[src/hw/vsc_consts.svh]
// timing counts, widths and array layout for the voice store control block
`ifndef VSC_CONSTS_SVH
`define VSC_CONSTS_SVH
`define VSC_ADDR_W 10
`define VSC_LAST_ADDR 10'h3FF
`define VSC_FIRST_ADDR 10'h000
`define VSC_CLK_PERIOD_NS 10
`define VSC_EOM_TIME_NS 12500
`define VSC_EOM_CYCLES ((`VSC_EOM_TIME_NS + `VSC_CLK_PERIOD_NS - 1) / `VSC_CLK_PERIOD_NS)
`define VSC_OVF_TIME_NS 12500
`define VSC_OVF_CYCLES ((`VSC_OVF_TIME_NS + `VSC_CLK_PERIOD_NS - 1) / `VSC_CLK_PERIOD_NS)
`define VSC_CNT_W 16
`endif

[src/hw/vsc_pkg.sv]
// types shared by the voice store control block
package vsc_pkg;
  typedef enum logic [1:0] {
    VSC_IDLE = 2'b00,
    VSC_REC = 2'b01,
    VSC_PLAY = 2'b10,
    VSC_HOLD = 2'b11
  } vsc_state_t;

  // one array location access toward the storage core
  typedef struct packed {
    logic [9:0] addr;
    logic write;
    logic mark;
  } vsc_access_t;

  typedef struct packed {
    logic [9:0] addr;
    logic play;
  } vsc_latch_t;
endpackage

[src/hw/vsc_latch.sv]
// falling-edge capture of address and play select
`timescale 1ns/1ns
`include "vsc_consts.svh"
module vsc_latch (
  input wire logic clk_i,
  input wire logic resetn_i,
  input wire logic en_i,
  input wire logic enable_n_i,
  input wire vsc_pkg::vsc_latch_t pins_i,
  output logic fall_o,
  output vsc_pkg::vsc_latch_t held_o
);
  import vsc_pkg::*;
  logic enable_n_q;
  vsc_latch_t held_q;
  vsc_latch_t held_d;

  assign fall_o = enable_n_q && !enable_n_i;

  always_comb begin
    held_d = held_q;
    if (fall_o) begin
      held_d = pins_i;
    end
  end

  always_ff @(posedge clk_i) begin
    if (!resetn_i) begin
      enable_n_q <= 1'b1;
      held_q <= '0;
    end else if (en_i) begin
      enable_n_q <= enable_n_i;
      held_q <= held_d;
    end
  end

  assign held_o = held_q;
endmodule

[src/hw/vsc_pulse.sv]
// fixed-length active pulse timer
`timescale 1ns/1ns
`include "vsc_consts.svh"
module vsc_pulse #(
  parameter logic [15:0] CYCLES = 16'h0001
) (
  input wire logic clk_i,
  input wire logic resetn_i,
  input wire logic en_i,
  input wire logic start_i,
  output logic active_o
);
  import vsc_pkg::*;
  logic [`VSC_CNT_W-1:0] cnt_q;
  logic [`VSC_CNT_W-1:0] cnt_d;

  always_comb begin
    cnt_d = cnt_q;
    if (start_i) begin
      cnt_d = CYCLES;
    end else if (cnt_q != '0) begin
      cnt_d = cnt_q - 16'h0001;
    end
  end

  always_ff @(posedge clk_i) begin
    if (!resetn_i) begin
      cnt_q <= '0;
    end else if (en_i) begin
      cnt_q <= cnt_d;
    end
  end

  assign active_o = (cnt_q != '0);
endmodule

[src/hw/vsc_top.sv]
// control and status pin logic of the voice store device
`timescale 1ns/1ns
`include "vsc_consts.svh"
module vsc_top (
  input wire logic clk_i,
  input wire logic resetn_i,
  input wire logic clk_en_i,
  input wire logic enable_n_i,
  input wire logic standby_request_i,
  input wire logic play_not_record_i,
  input wire logic [9:0] addr_i,
  input wire logic push_button_mode_i,
  input wire logic supply_low_i,
  input wire logic external_sample_clock_i,
  input wire logic external_clock_driven_i,
  input wire logic sample_tick_i,
  input wire logic marker_found_i,
  output vsc_pkg::vsc_access_t access_o,
  output logic access_valid_o,
  output logic memory_full_strobe_n_o,
  output logic message_end_flag_o,
  output logic standby_o,
  output logic use_internal_osc_o,
  output logic sample_clock_o
);
  import vsc_pkg::*;

  vsc_state_t state_q;
  vsc_state_t state_d;
  logic [9:0] ptr_q;
  logic [9:0] ptr_d;
  logic overflowed_q;
  logic overflowed_d;
  logic start_q;
  logic start_d;
  vsc_access_t acc_q;
  vsc_access_t acc_d;
  logic acc_valid_q;
  logic acc_valid_d;
  logic eom_out_q;
  logic eom_out_d;
  logic ovf_out_q;
  logic ovf_out_d;
  logic fall;
  vsc_latch_t pins;
  vsc_latch_t held;
  logic ovf_start;
  logic ovf_active;
  logic eom_start;
  logic eom_active;
  logic busy;
  logic stop_req;
  logic step_now;
  logic clock_pin;

  function automatic logic at_last(input logic [9:0] a);
    at_last = (a == `VSC_LAST_ADDR);
  endfunction

  function automatic logic [9:0] next_addr(input logic [9:0] a);
    next_addr = a + 10'h001;
  endfunction

  function automatic vsc_access_t make_access(input logic [9:0] a,
    input logic wr, input logic mk);
    vsc_access_t r;
    r.addr = a;
    r.write = wr;
    r.mark = mk;
    return r;
  endfunction

  assign pins.addr = addr_i;
  assign pins.play = play_not_record_i;

  vsc_latch u_latch (
    .clk_i(clk_i),
    .resetn_i(resetn_i),
    .en_i(clk_en_i),
    .enable_n_i(enable_n_i),
    .pins_i(pins),
    .fall_o(fall),
    .held_o(held)
  );

  // both timers share the clock enable, so a freeze stretches the pulses
  vsc_pulse #(.CYCLES(16'(`VSC_OVF_CYCLES))) u_ovf_pulse (
    .clk_i(clk_i),
    .resetn_i(resetn_i),
    .en_i(clk_en_i),
    .start_i(ovf_start),
    .active_o(ovf_active)
  );

  vsc_pulse #(.CYCLES(16'(`VSC_EOM_CYCLES))) u_eom_pulse (
    .clk_i(clk_i),
    .resetn_i(resetn_i),
    .en_i(clk_en_i),
    .start_i(eom_start),
    .active_o(eom_active)
  );

  // a cycle ends as soon as enable rises or standby is asked for
  assign stop_req = standby_request_i || enable_n_i;
  // one array step per tick while the cycle is still wanted
  assign step_now = sample_tick_i && !stop_req;

  // cycle control: start one edge after the latched fall
  always_comb begin
    state_d = state_q;
    ptr_d = ptr_q;
    overflowed_d = overflowed_q;
    start_d = 1'b0;
    ovf_start = 1'b0;
    eom_start = 1'b0;
    case (state_q)
      VSC_IDLE: begin
        if (standby_request_i) begin
          ptr_d = `VSC_FIRST_ADDR;
          overflowed_d = 1'b0;
        end else if (start_q && !enable_n_i) begin
          ptr_d = held.addr;
          if (held.play) begin
            state_d = VSC_PLAY;
          end else if (!supply_low_i) begin
            state_d = VSC_REC;
          end
        end else if (fall && !overflowed_q) begin
          // work from the latched copy so the address pins may move
          // right after the fall without disturbing the cycle
          start_d = 1'b1;
        end
      end
      VSC_REC: begin
        if (stop_req) begin
          state_d = VSC_IDLE;
        end else if (supply_low_i) begin
          state_d = VSC_IDLE;
        end else if (sample_tick_i) begin
          if (at_last(ptr_q)) begin
            ovf_start = 1'b1;
            overflowed_d = 1'b1;
            state_d = VSC_HOLD;
          end else begin
            ptr_d = next_addr(ptr_q);
          end
        end
      end
      VSC_PLAY: begin
        if (stop_req) begin
          state_d = VSC_IDLE;
        end else if (sample_tick_i) begin
          if (marker_found_i) begin
            eom_start = 1'b1;
            state_d = VSC_IDLE;
          end else if (at_last(ptr_q)) begin
            ovf_start = 1'b1;
            overflowed_d = 1'b1;
            state_d = VSC_HOLD;
          end else begin
            ptr_d = next_addr(ptr_q);
          end
        end
      end
      // a filled array waits here; only standby rearms it
      VSC_HOLD: begin
        if (standby_request_i) begin
          ptr_d = `VSC_FIRST_ADDR;
          overflowed_d = 1'b0;
          state_d = VSC_IDLE;
        end
      end
      default: begin
        state_d = VSC_IDLE;
      end
    endcase
  end

  always_ff @(posedge clk_i) begin
    if (!resetn_i) begin
      state_q <= VSC_IDLE;
      ptr_q <= `VSC_FIRST_ADDR;
      overflowed_q <= 1'b0;
      start_q <= 1'b0;
    end else if (clk_en_i) begin
      state_q <= state_d;
      ptr_q <= ptr_d;
      overflowed_q <= overflowed_d;
      start_q <= start_d;
    end
  end

  // array access requests: the data step or the closing marker
  always_comb begin
    acc_d = acc_q;
    acc_valid_d = 1'b0;
    case (state_q)
      VSC_REC: begin
        if (stop_req) begin
          // closing marker lands at the current address
          acc_d = make_access(ptr_q, 1'b1, 1'b1);
          acc_valid_d = 1'b1;
        end else if (step_now && !supply_low_i) begin
          acc_d = make_access(ptr_q, 1'b1, 1'b0);
          acc_valid_d = 1'b1;
        end
      end
      VSC_PLAY: begin
        if (step_now) begin
          acc_d = make_access(ptr_q, 1'b0, 1'b0);
          acc_valid_d = 1'b1;
        end
      end
      default: begin
        acc_valid_d = 1'b0;
      end
    endcase
  end

  always_ff @(posedge clk_i) begin
    if (!resetn_i) begin
      acc_q <= '0;
      acc_valid_q <= 1'b0;
    end else if (clk_en_i) begin
      acc_q <= acc_d;
      acc_valid_q <= acc_valid_d;
    end
  end

  // busy drives the activity output and holds standby off
  assign busy = (state_q == VSC_REC) || (state_q == VSC_PLAY);

  // full strobe: pulse, then a copy of enable for the next part in line
  always_comb begin
    if (ovf_active) begin
      ovf_out_d = 1'b0;
    end else if (overflowed_q) begin
      ovf_out_d = enable_n_i;
    end else begin
      ovf_out_d = 1'b1;
    end
  end

  always_ff @(posedge clk_i) begin
    if (!resetn_i) begin
      ovf_out_q <= 1'b1;
    end else if (clk_en_i) begin
      ovf_out_q <= ovf_out_d;
    end
  end

  // message-end pin; a supply drop outranks the marker pulse
  always_comb begin
    if (push_button_mode_i) begin
      eom_out_d = busy;
    end else if (supply_low_i) begin
      eom_out_d = 1'b0;
    end else begin
      eom_out_d = !eom_active;
    end
  end

  always_ff @(posedge clk_i) begin
    if (!resetn_i) begin
      eom_out_q <= 1'b1;
    end else if (clk_en_i) begin
      eom_out_q <= eom_out_d;
    end
  end

  assign access_o = acc_q;
  assign access_valid_o = acc_valid_q;
  assign memory_full_strobe_n_o = ovf_out_q;
  assign message_end_flag_o = eom_out_q;
  // standby only when not in a cycle; a pending overflow does not hold it off
  assign standby_o = standby_request_i && !busy;
  // the pull-down makes an undriven pin read low; the source choice
  // follows whether the pin is driven, never the clock level itself
  assign clock_pin = external_clock_driven_i && external_sample_clock_i;
  assign use_internal_osc_o = !external_clock_driven_i;
  assign sample_clock_o = clock_pin;
endmodule

[config.mk]
export PLATFORM = sky130hd
export DESIGN_NAME = vsc_top
export DESIGN_NICKNAME = d
export VERILOG_FILES = /design/src/hw/vsc_pkg.sv /design/src/hw/vsc_latch.sv /design/src/hw/vsc_pulse.sv /design/src/hw/vsc_top.sv
export VERILOG_INCLUDE_DIRS = /design/src /design/src/hw
export SDC_FILE = /design/constraint.sdc
export NUM_CORES = 1
export LEC_CHECK = 0
export BUFFER_PORTS_ARGS = -buffer_cell sky130_fd_sc_hd__buf_4
export CORE_ASPECT_RATIO = 1.5
export CORE_UTILIZATION = 40
export CTS_CLUSTER_DIAMETER = 40
export DETAILED_ROUTE_END_ITERATION = 10
export PLACE_DENSITY = 0.58
export REMOVE_ABC_BUFFERS = 1
export SYNTH_ARGS = -nofsm -noshare
export SYNTH_HDL_FRONTEND = slang
export SYNTH_SLANG_ARGS = --single-unit
[constraint.sdc]
create_clock -name clk_i -period 6.4 [get_ports clk_i]
set_clock_uncertainty 0.2 [all_clocks]
set_input_delay 0.96 -clock clk_i [delete_from_list [all_inputs] [get_ports clk_i]]
set_output_delay 0.96 -clock clk_i [all_outputs]
set_load 0.02 [all_outputs]
-- Yosys cells after proc, flatten, opt, wreduce, memory -nomap -nowiden
Index checks and enable logic that the tools add are counted.
- add/sub/neg operators: 3
- $mul: 0
- div/mod/pow operators: 0
- magnitude comparators: 0
- eq/ne operators: 20
- shift operators: 0
- muxes and demuxes: 65
- bitwise gates (word level): 0
- reductions and logical operators: 30
- operators with widths (cell ; number):
    $mux 10 ; 10
    $mux 16 ; 4
    $pmux 10 s4 ; 1
    $mux 12 ; 3
    $reduce_bool 16->1 ; 2
    $sub 16x1->16 const B ; 2
    $mux 1 ; 30
    $mux 2 ; 12
    $pmux 12 s2 ; 1
    $ne 2x2->1 const B ; 10
    $add 10x1->10 const B ; 1
    $eq 10x10->1 const B ; 1
    $ne 3x3->1 const B ; 3
    $reduce_and 9->1 ; 1
    $pmux 2 s4 ; 1
    $reduce_and 8->1 ; 1
    $logic_and 1x1->1 ; 7
    $logic_not 1->1 ; 7
    $reduce_and 7->1 ; 1
    $reduce_and 2->1 ; 3
    $reduce_bool 2->1 ; 3
    $eq 2x2->1 const B ; 2
    $ne 4x4->1 const B ; 1
    $pmux 1 s2 ; 2
    other kinds (8) ; 9
- register bits: 73
- bits in latches: 0
- memory bits (writable): 0
- memory bits (read-only): 0
- input bits: 22
- output and inout port bits: 18
- word-level logic and storage cells: 133
- memories: 0

-- Logic depth before layout (Yosys ltp)
Gate-level depths: netlist of run 1.
- depth after elaboration: 8
- depth in mapped cells: 8
- gate-level depth less buffers: 7

-- Modules after synthesis
A second synthesis of run 1 with hierarchy kept.
- cells, all modules: 490
- area total of the unflattened synthesis: 4187.8 um^2
- by module, submodules not included (module ; instances ; cells an instance ; area each (um^2) ; seq. area each (um^2)):
    vsc_pulse ; 2 ; 121 ; 1024.7 ; 320.3
    vsc_top ; 1 ; 196 ; 1655.3 ; 580.6
    vsc_latch ; 1 ; 52 ; 483.0 ; 240.2

-- Worst setup path before layout of run 1
Ideal clock, no wire load.
- path kind: input port to flip-flop
- start: input port enable_n_i
- end: register ptr_q[2]
- setup time: 117 ps
- data arrival time: 2543 ps
- required time: 6083 ps
- setup slack: 3539 ps
- stages: 6
- buffers on the path: 1
- path through: clkbuf_1 -> nor3b_1 -> o211ai_1 -> a211oi_2 -> o21ai_0 -> a32o_1
- longest elaborated chain between the ends: 4
- elaborated cells between the ends (all ways): 7
- those cells by class: eq/ne: 3; reduce/logical: 4
- RTL lines (element ; line ; text):
    start: declaration ; vsc_top.sv:8 ; input wire logic enable_n_i,
    $logic_not 1->1 ; vsc_top.sv:121 ; end else if (start_q && !enable_n_i) begin
    $logic_and 1x1->1 ; vsc_top.sv:121 ;
    $ne 3x3->1 (no source line) ; - ;
    $reduce_and 9->1 (no source line) (*) ; - ;
    end signal: assignment ; vsc_top.sv:182 ; ptr_q <= `VSC_FIRST_ADDR;
    end signal: assignment ; vsc_top.sv:187 ; ptr_q <= ptr_d;
    end: declaration ; vsc_top.sv:30 ; logic [9:0] ptr_q;
Every way passes the cells marked *; elsewhere a longest branch is shown, timed or not.
A chain may end at the register's enable or synchronous reset.

-- Worst setup path after layout of run 1
Ends and elaborated chain as after synthesis.

==> results of run 1 <==
per-layer routing:
layer | part of all wire (%) | routed length, µm | GRT usage (%) | vias to the layer above
li1 | - | - | - | 1765
met1 | 42 | 4120 | 22.7 | 1665
met2 | 53 | 5190 | 38.0 | 45
met3 | 2.6 | 259 | 4.76 | 13
met4 | 2.4 | 240 | 9.21 | 0
met5 | 0 | 0 | 0 | -
worst min path at each step:
stage                                    to  cells past startpoint
after floorplan                    ptr_q[3]                      2
after global placement    u_latch.held_o[6]                      2
after detailed placement  u_latch.held_o[4]                      2
after CTS                 u_latch.held_o[4]                      2
after global routing      u_latch.held_o[4]                      2
final                     u_latch.held_o[4]                      2
worst max-delay path, stage by stage:
cell                       delay, ns
sky130_fd_sc_hd__buf_4          0.15
sky130_fd_sc_hd__nor3b_1        0.48
sky130_fd_sc_hd__o211ai_1       0.28
sky130_fd_sc_hd__a211oi_2       0.90
sky130_fd_sc_hd__o21ai_0        0.23
sky130_fd_sc_hd__a32o_1         0.31
power by group through the flow:
stage	Sequential [mW]	Combinational [mW]	Clock, mW
floorplan	0.644	0.713	0
global placement	0.661	0.880	0
detailed placement	0.665	0.893	0
CTS	0.657	0.897	0.503
global route	0.673	1.00	0.523
finish	0.658	0.896	0.494
sequential cells by signal, summed over array words and instances (netlist names):
register and flops:
u_eom_pulse.cnt_q 16, u_ovf_pulse.cnt_q 16, memory_full_strobe_n_o 1, u_latch.enable_n_q 1
u_latch.held_o 11, ptr_q 10, access_o 12, access_valid_o 1
overflowed_q 1, start_q 1, message_end_flag_o 1, state_q 2
logic make-up after synthesis:
| group | count (synthesis) | synth area share (%) |
|---|---|---|
| xor gates and xnor gates | 8 | 1.81 |
| DFF | 73 | 37.8 |
| AOI/OAI and AO/OA | 131 | 24.2 |
| muxes | 14 | 3.62 |
| buffers and inverters | 44 | 4.63 |
| adders and majority gates | 9 | 2.91 |
| and+or+nand+nor | 189 | 25.0 |
final cells by class:
| class | instances | area, µm² |
|---|---|---|
| clock buffer | 10 | 239 |
| fill | 937 | 4820 |
| tap | 112 | 140 |
| inverter | 17 | 63.8 |
| timing repair buffer | 41 | 308 |
| sequential | 73 | 1460 |
| multi-input combinational | 351 | 2230 |
| clock inverter | 4 | 45.0 |
layout by cell type, fill, tap and decap left out, types with 8 or more instances in the layout:
cell type	count
sky130_fd_sc_hd__or3_1	9
sky130_fd_sc_hd__buf_4	41
sky130_fd_sc_hd__nor2_1	41
sky130_fd_sc_hd__a21oi_1	31
sky130_fd_sc_hd__o21ai_0	26
sky130_fd_sc_hd__nand3_1	12
sky130_fd_sc_hd__clkbuf_16	9
sky130_fd_sc_hd__inv_1	16
sky130_fd_sc_hd__nor3_1	9
sky130_fd_sc_hd__dfxtp_1	73
sky130_fd_sc_hd__mux2i_1	14
sky130_fd_sc_hd__or4_1	11
sky130_fd_sc_hd__nor4_1	9
sky130_fd_sc_hd__nand2b_1	8
sky130_fd_sc_hd__nand2_1	55
sky130_fd_sc_hd__nor2b_1	9
sky130_fd_sc_hd__ha_1	9
through the flow:
step / hold WS [ns] / std cells / total power, mW / utilization, % / area, µm²
final: 0.256 / 608 / 2.05 / 48.2 / 4480
after global routing: 0.278 / 608 / 2.20 / 48.2 / 4480
after CTS: 0.256 / 608 / 2.06 / 48.2 / 4480
after detailed placement: 0.248 / 594 / 1.56 / 45.1 / 4200
after global placement: 0.247 / 594 / 1.54 / 45.1 / 4200
after floorplan: 0.230 / 441 / 1.36 / - / 3750
==> run metrics, run 1 <==
number of remaining DRC errors 0; final setup fails 0; number of cells upsized or downsized after cts 0; routed wire length 9800 µm; vias in the first global route 3468; endpoint arrival time on the critical path 3.32 ns; top-count cell post-synth sky130_fd_sc_hd__dfxtp_1; leftover overflow at the end of global routing 0; IO Count 40; total number of vias 3488; Worst setup SP type input port; Achievable Freq 0.303 GHz; final worst-path cycle share 51.5%; launching instance or port of the critical path enable_n_i; CP endpoint kind flip-flop; clock-pin slew reported for the worst setup and hold paths after clock tree synthesis 0.06 ns; Max Transition Viols Final 0; Max FO, Critical Path 19; most frequently used flop master after synthesis sky130_fd_sc_hd__dfxtp_1; Inserted Clock Buffers 9; maximum ir drop on the vdd rail 0.274 mV; later-pin clock latency in the skew report 0.33 ns; Die ar. 10100 µm²; Fin. Hold Viols 0; DP Worst Slack 2.81 ns; synth top area cells sky130_fd_sc_hd__dfxtp_1, sky130_fd_sc_hd__nand2_1, sky130_fd_sc_hd__a21oi_1, sky130_fd_sc_hd__nor2_1, sky130_fd_sc_hd__mux2i_1; GRT Util Overall 21.1%; # hold bufs at CTS 0; Max Cap Violations 0; height of the chip 122 µm; clk sinks 73; die width 82.3 µm; final weighted congestion in routability-driven placement 0.826; switching share of power 40.0%; max-slew headroom at the worst pin 27.3%; cell accounting for the most synthesized area sky130_fd_sc_hd__dfxtp_1; post-route ant nets 0; Seq cells post-synth 73; first-pass GRT wire length 16100 µm; hold path startpoint u_latch.held_o[4]; Initial Util 41.5%; part of the power in the clock network 24.1%; maximum number of pins on one net before global-route repair 45; number of synthesized flops with an enable pin 0; Post-synth top cells sky130_fd_sc_hd__dfxtp_1, sky130_fd_sc_hd__nand2_1, sky130_fd_sc_hd__nor2_1, sky130_fd_sc_hd__a21oi_1, sky130_fd_sc_hd__o21ai_0; clock tree from TritonCTS done; CP Class in -> reg; DRC violation total after the first TritonRoute iteration 187; worst setup margin 3.10 ns; portion of total power attributed to combinational logic 43.8%; placement row count 43; total core area 9310 µm²; sequential cell fraction of total power 32.1%; worst reg-to-reg path cell count 7; router iterations before antenna repair 5; count of warnings emitted by yosys 0; detailed-route wire length per cell 16.1 µm; sequential share of the synthesized area 37.8%; Clock Tree Root sky130_fd_sc_hd__clkbuf_16; setup repair after global routing missed its margin no; class of the tightest hold or removal check reg -> reg; startpoint of the lowest-slack register-to-register path state_q[0]; TNS Setup 0 ns; mean instance size in the synthesized netlist 8.26 µm²; status complete, no violations; post-CTS setup repair buffer count 0; share of layout cells above drive strength 1 14.5%; buffers from clock root to sink, at most 2; Syn Inst Count 468; count of port buffers added during placement 39; async set or reset register ratio after synthesis 0%; synthesized area 3870 µm²; Slew @ Worst Pin 1.09 ns; Vias/cell 5.74; Worst setup endpoint ptr_q[2]; internal power component 1.23 mW; number of antenna violations at the first check in global routing 0; final period demand of the worst path 3.30 ns; layout overhead on the synthesized area 16.0%; destination of the worst register-to-register timing path ptr_q[2]; Leak 1.72 nW; sum of net half-perimeters after detailed placement 6860 µm; post-synth cell types 67; area fraction of the dominant cell type after synthesis 37.8%; worst reg2reg setup slack 3.51 ns; number of H-tree branching levels 3; Net Sw Power 820 µW; Crit path required time 6.42 ns; power density normalized to cell area 457 nW/µm²; Diodes inserted 0; NumNets Final 524
(Power assumes the default switching activity.)
==> run 2: changes to the inputs <==
PLACE_DENSITY = 0.6   (was 0.58)
clock period = 2.7 ns   (was 6.4 ns; I/O delays follow)
==> run 2 against run 1 <==
Net effect:
- routed wire length rose by 3.1%
- non-clock buffer count rose by 15
- setup slack got worse by 3.0 ns
- register-to-register slack got worse by 3.4 ns
- hold slack got worse by 0.14 ns
- global-route usage rose by 0.91 points
- cell area rose by 2.5%
- count of clock-buffer cells in the layout fell by 1
==> run metrics, run 2 (synthesis results as in run 1) <==
status complete, no violations; design area 4600 µm²; number of remaining DRC errors 0; most common library cell in the layout ignoring fill and taps sky130_fd_sc_hd__dfxtp_1; height of the chip 122 µm; placed cell areas 4310 µm²; endpoint arrival time on the critical path 2.58 ns; number of antenna violations at the first check in global routing 0; setup repair after global routing missed its margin no; final setup fails 0; CP delay by family, top simple AND/OR/NAND/NOR gates; GRT Util Overall 22.0%; Leak 1.78 nW; clk sinks 73; CP bufs+invs 0; total core area 9310 µm²; class of the tightest hold or removal check in -> reg; worst hold slack 0.116 ns; delay of the slowest cell on the worst path 0.56 ns; share of layout cells above drive strength 1 17.2%; DP Worst Slack 0.163 ns; NumNets Final 539; Slowest cell on crit path sky130_fd_sc_hd__or4_4; final weighted congestion in routability-driven placement 0.852; total number of vias 3675; Die ar. 10100 µm²; leftover overflow at the end of global routing 0; Vias/cell 5.89; detailed-route wire length per cell 16.2 µm; DRC violation total after the first TritonRoute iteration 313; number of cells upsized or downsized after cts 0; Crit path required time 2.73 ns; CP Class reg -> reg; IO Count 40; clock-pin slew reported for the worst setup and hold paths after clock tree synthesis 0.06 ns; Diodes inserted 0; later-pin clock latency in the skew report 0.34 ns; post-CTS setup repair buffer count 0; routed wire length 10100 µm; most used cells in the layout excluding fill and tap cells sky130_fd_sc_hd__dfxtp_1, sky130_fd_sc_hd__buf_4, sky130_fd_sc_hd__nand2_1, sky130_fd_sc_hd__nor2_1, sky130_fd_sc_hd__a21oi_1; CP endpoint kind flip-flop; sum of net half-perimeters after detailed placement 7270 µm; Initial Util 41.5%; die width 82.3 µm; final worst-path cycle share 94.6%; TNS Setup 0 ns; placement row count 43; vias in the first global route 3509; Max Transition Viols Final 0; number of H-tree branching levels 3; router iterations before antenna repair 5; buffers from clock root to sink, at most 2; Inserted Clock Buffers 9; Worst setup SP type flip-flop; post-route ant nets 0; Max FO, Critical Path 9; worst setup margin 0.146 ns; Clock Tree Root sky130_fd_sc_hd__clkbuf_16; final period demand of the worst path 2.55 ns; maximum ir drop on the vdd rail 0.526 mV; Slew @ Worst Pin 0.632 ns; max-slew headroom at the worst pin 57.8%; clock tree from TritonCTS done; cell chain of the critical path or4_4, or3_1, a311oi_4, a211oi_1, o221a_1; Max Cap Violations 0; Achievable Freq 0.392 GHz; Fin. Hold Viols 0; power density normalized to cell area 1080 nW/µm²; maximum number of pins on one net before global-route repair 28; count of port buffers added during placement 39; # hold bufs at CTS 0; layout overhead on the synthesized area 18.9%; first-pass GRT wire length 16700 µm
run 2: path summary, 6_finish.rpt:
path	start	end	slack [ns]	cells after the start
hold reg to reg	u_latch.held_o[4]	u_latch.held_o[4]	0.26	2
hold / removal	addr_i[0]	u_latch.held_o[1]	0.12	3
setup / recovery	u_ovf_pulse.cnt_q[11]	u_ovf_pulse.cnt_q[10]	0.15	5
setup reg to reg	u_ovf_pulse.cnt_q[11]	u_ovf_pulse.cnt_q[10]	0.15	5
run 2: layout make-up:
type / instances / area [µm²]
fillers: 938 / 4710
well taps: 112 / 140
multi-input cells: 351 / 2230
clock buffers: 9 / 225
repair buffers: 56 / 420
inverters: 17 / 63.8
clock inverters: 6 / 60.1
flip-flops and latches: 73 / 1460
run 2: report_power, final:
| group | internal, mW | total, mW | switching (mW) |
|---|---|---|---|
| Combinational | 0.933 | 2.23 | 1.30 |
| Sequential | 1.33 | 1.56 | 0.229 |
| Clock | 0.705 | 1.17 | 0.465 |
| Total | 2.97 | 4.96 | 1.99 |
run 2: stage by stage:
stage | utilization, % | power (mW) | std cells
CTS | 49.4 | 4.97 | 624
detailed placement | 46.3 | 3.79 | 609
floorplan | - | 3.22 | 441
global placement | 46.3 | 3.74 | 609
global route | 49.4 | 5.32 | 624
finish | 49.4 | 4.96 | 624
run 2: tightest hold or removal path, stage by stage:
cell	delay, ns
sky130_fd_sc_hd__buf_4	0.11
sky130_fd_sc_hd__nand2_1	0.05
sky130_fd_sc_hd__a21oi_1	0.05
run 2: layer usage:
metal	global-route usage [%]	vias to the layer above	wire, µm
li1	-	1796	-
met4	11.2	0	282
met1	24.1	1757	4000
met3	4.46	26	382
met5	0	-	0
met2	38.8	96	5440
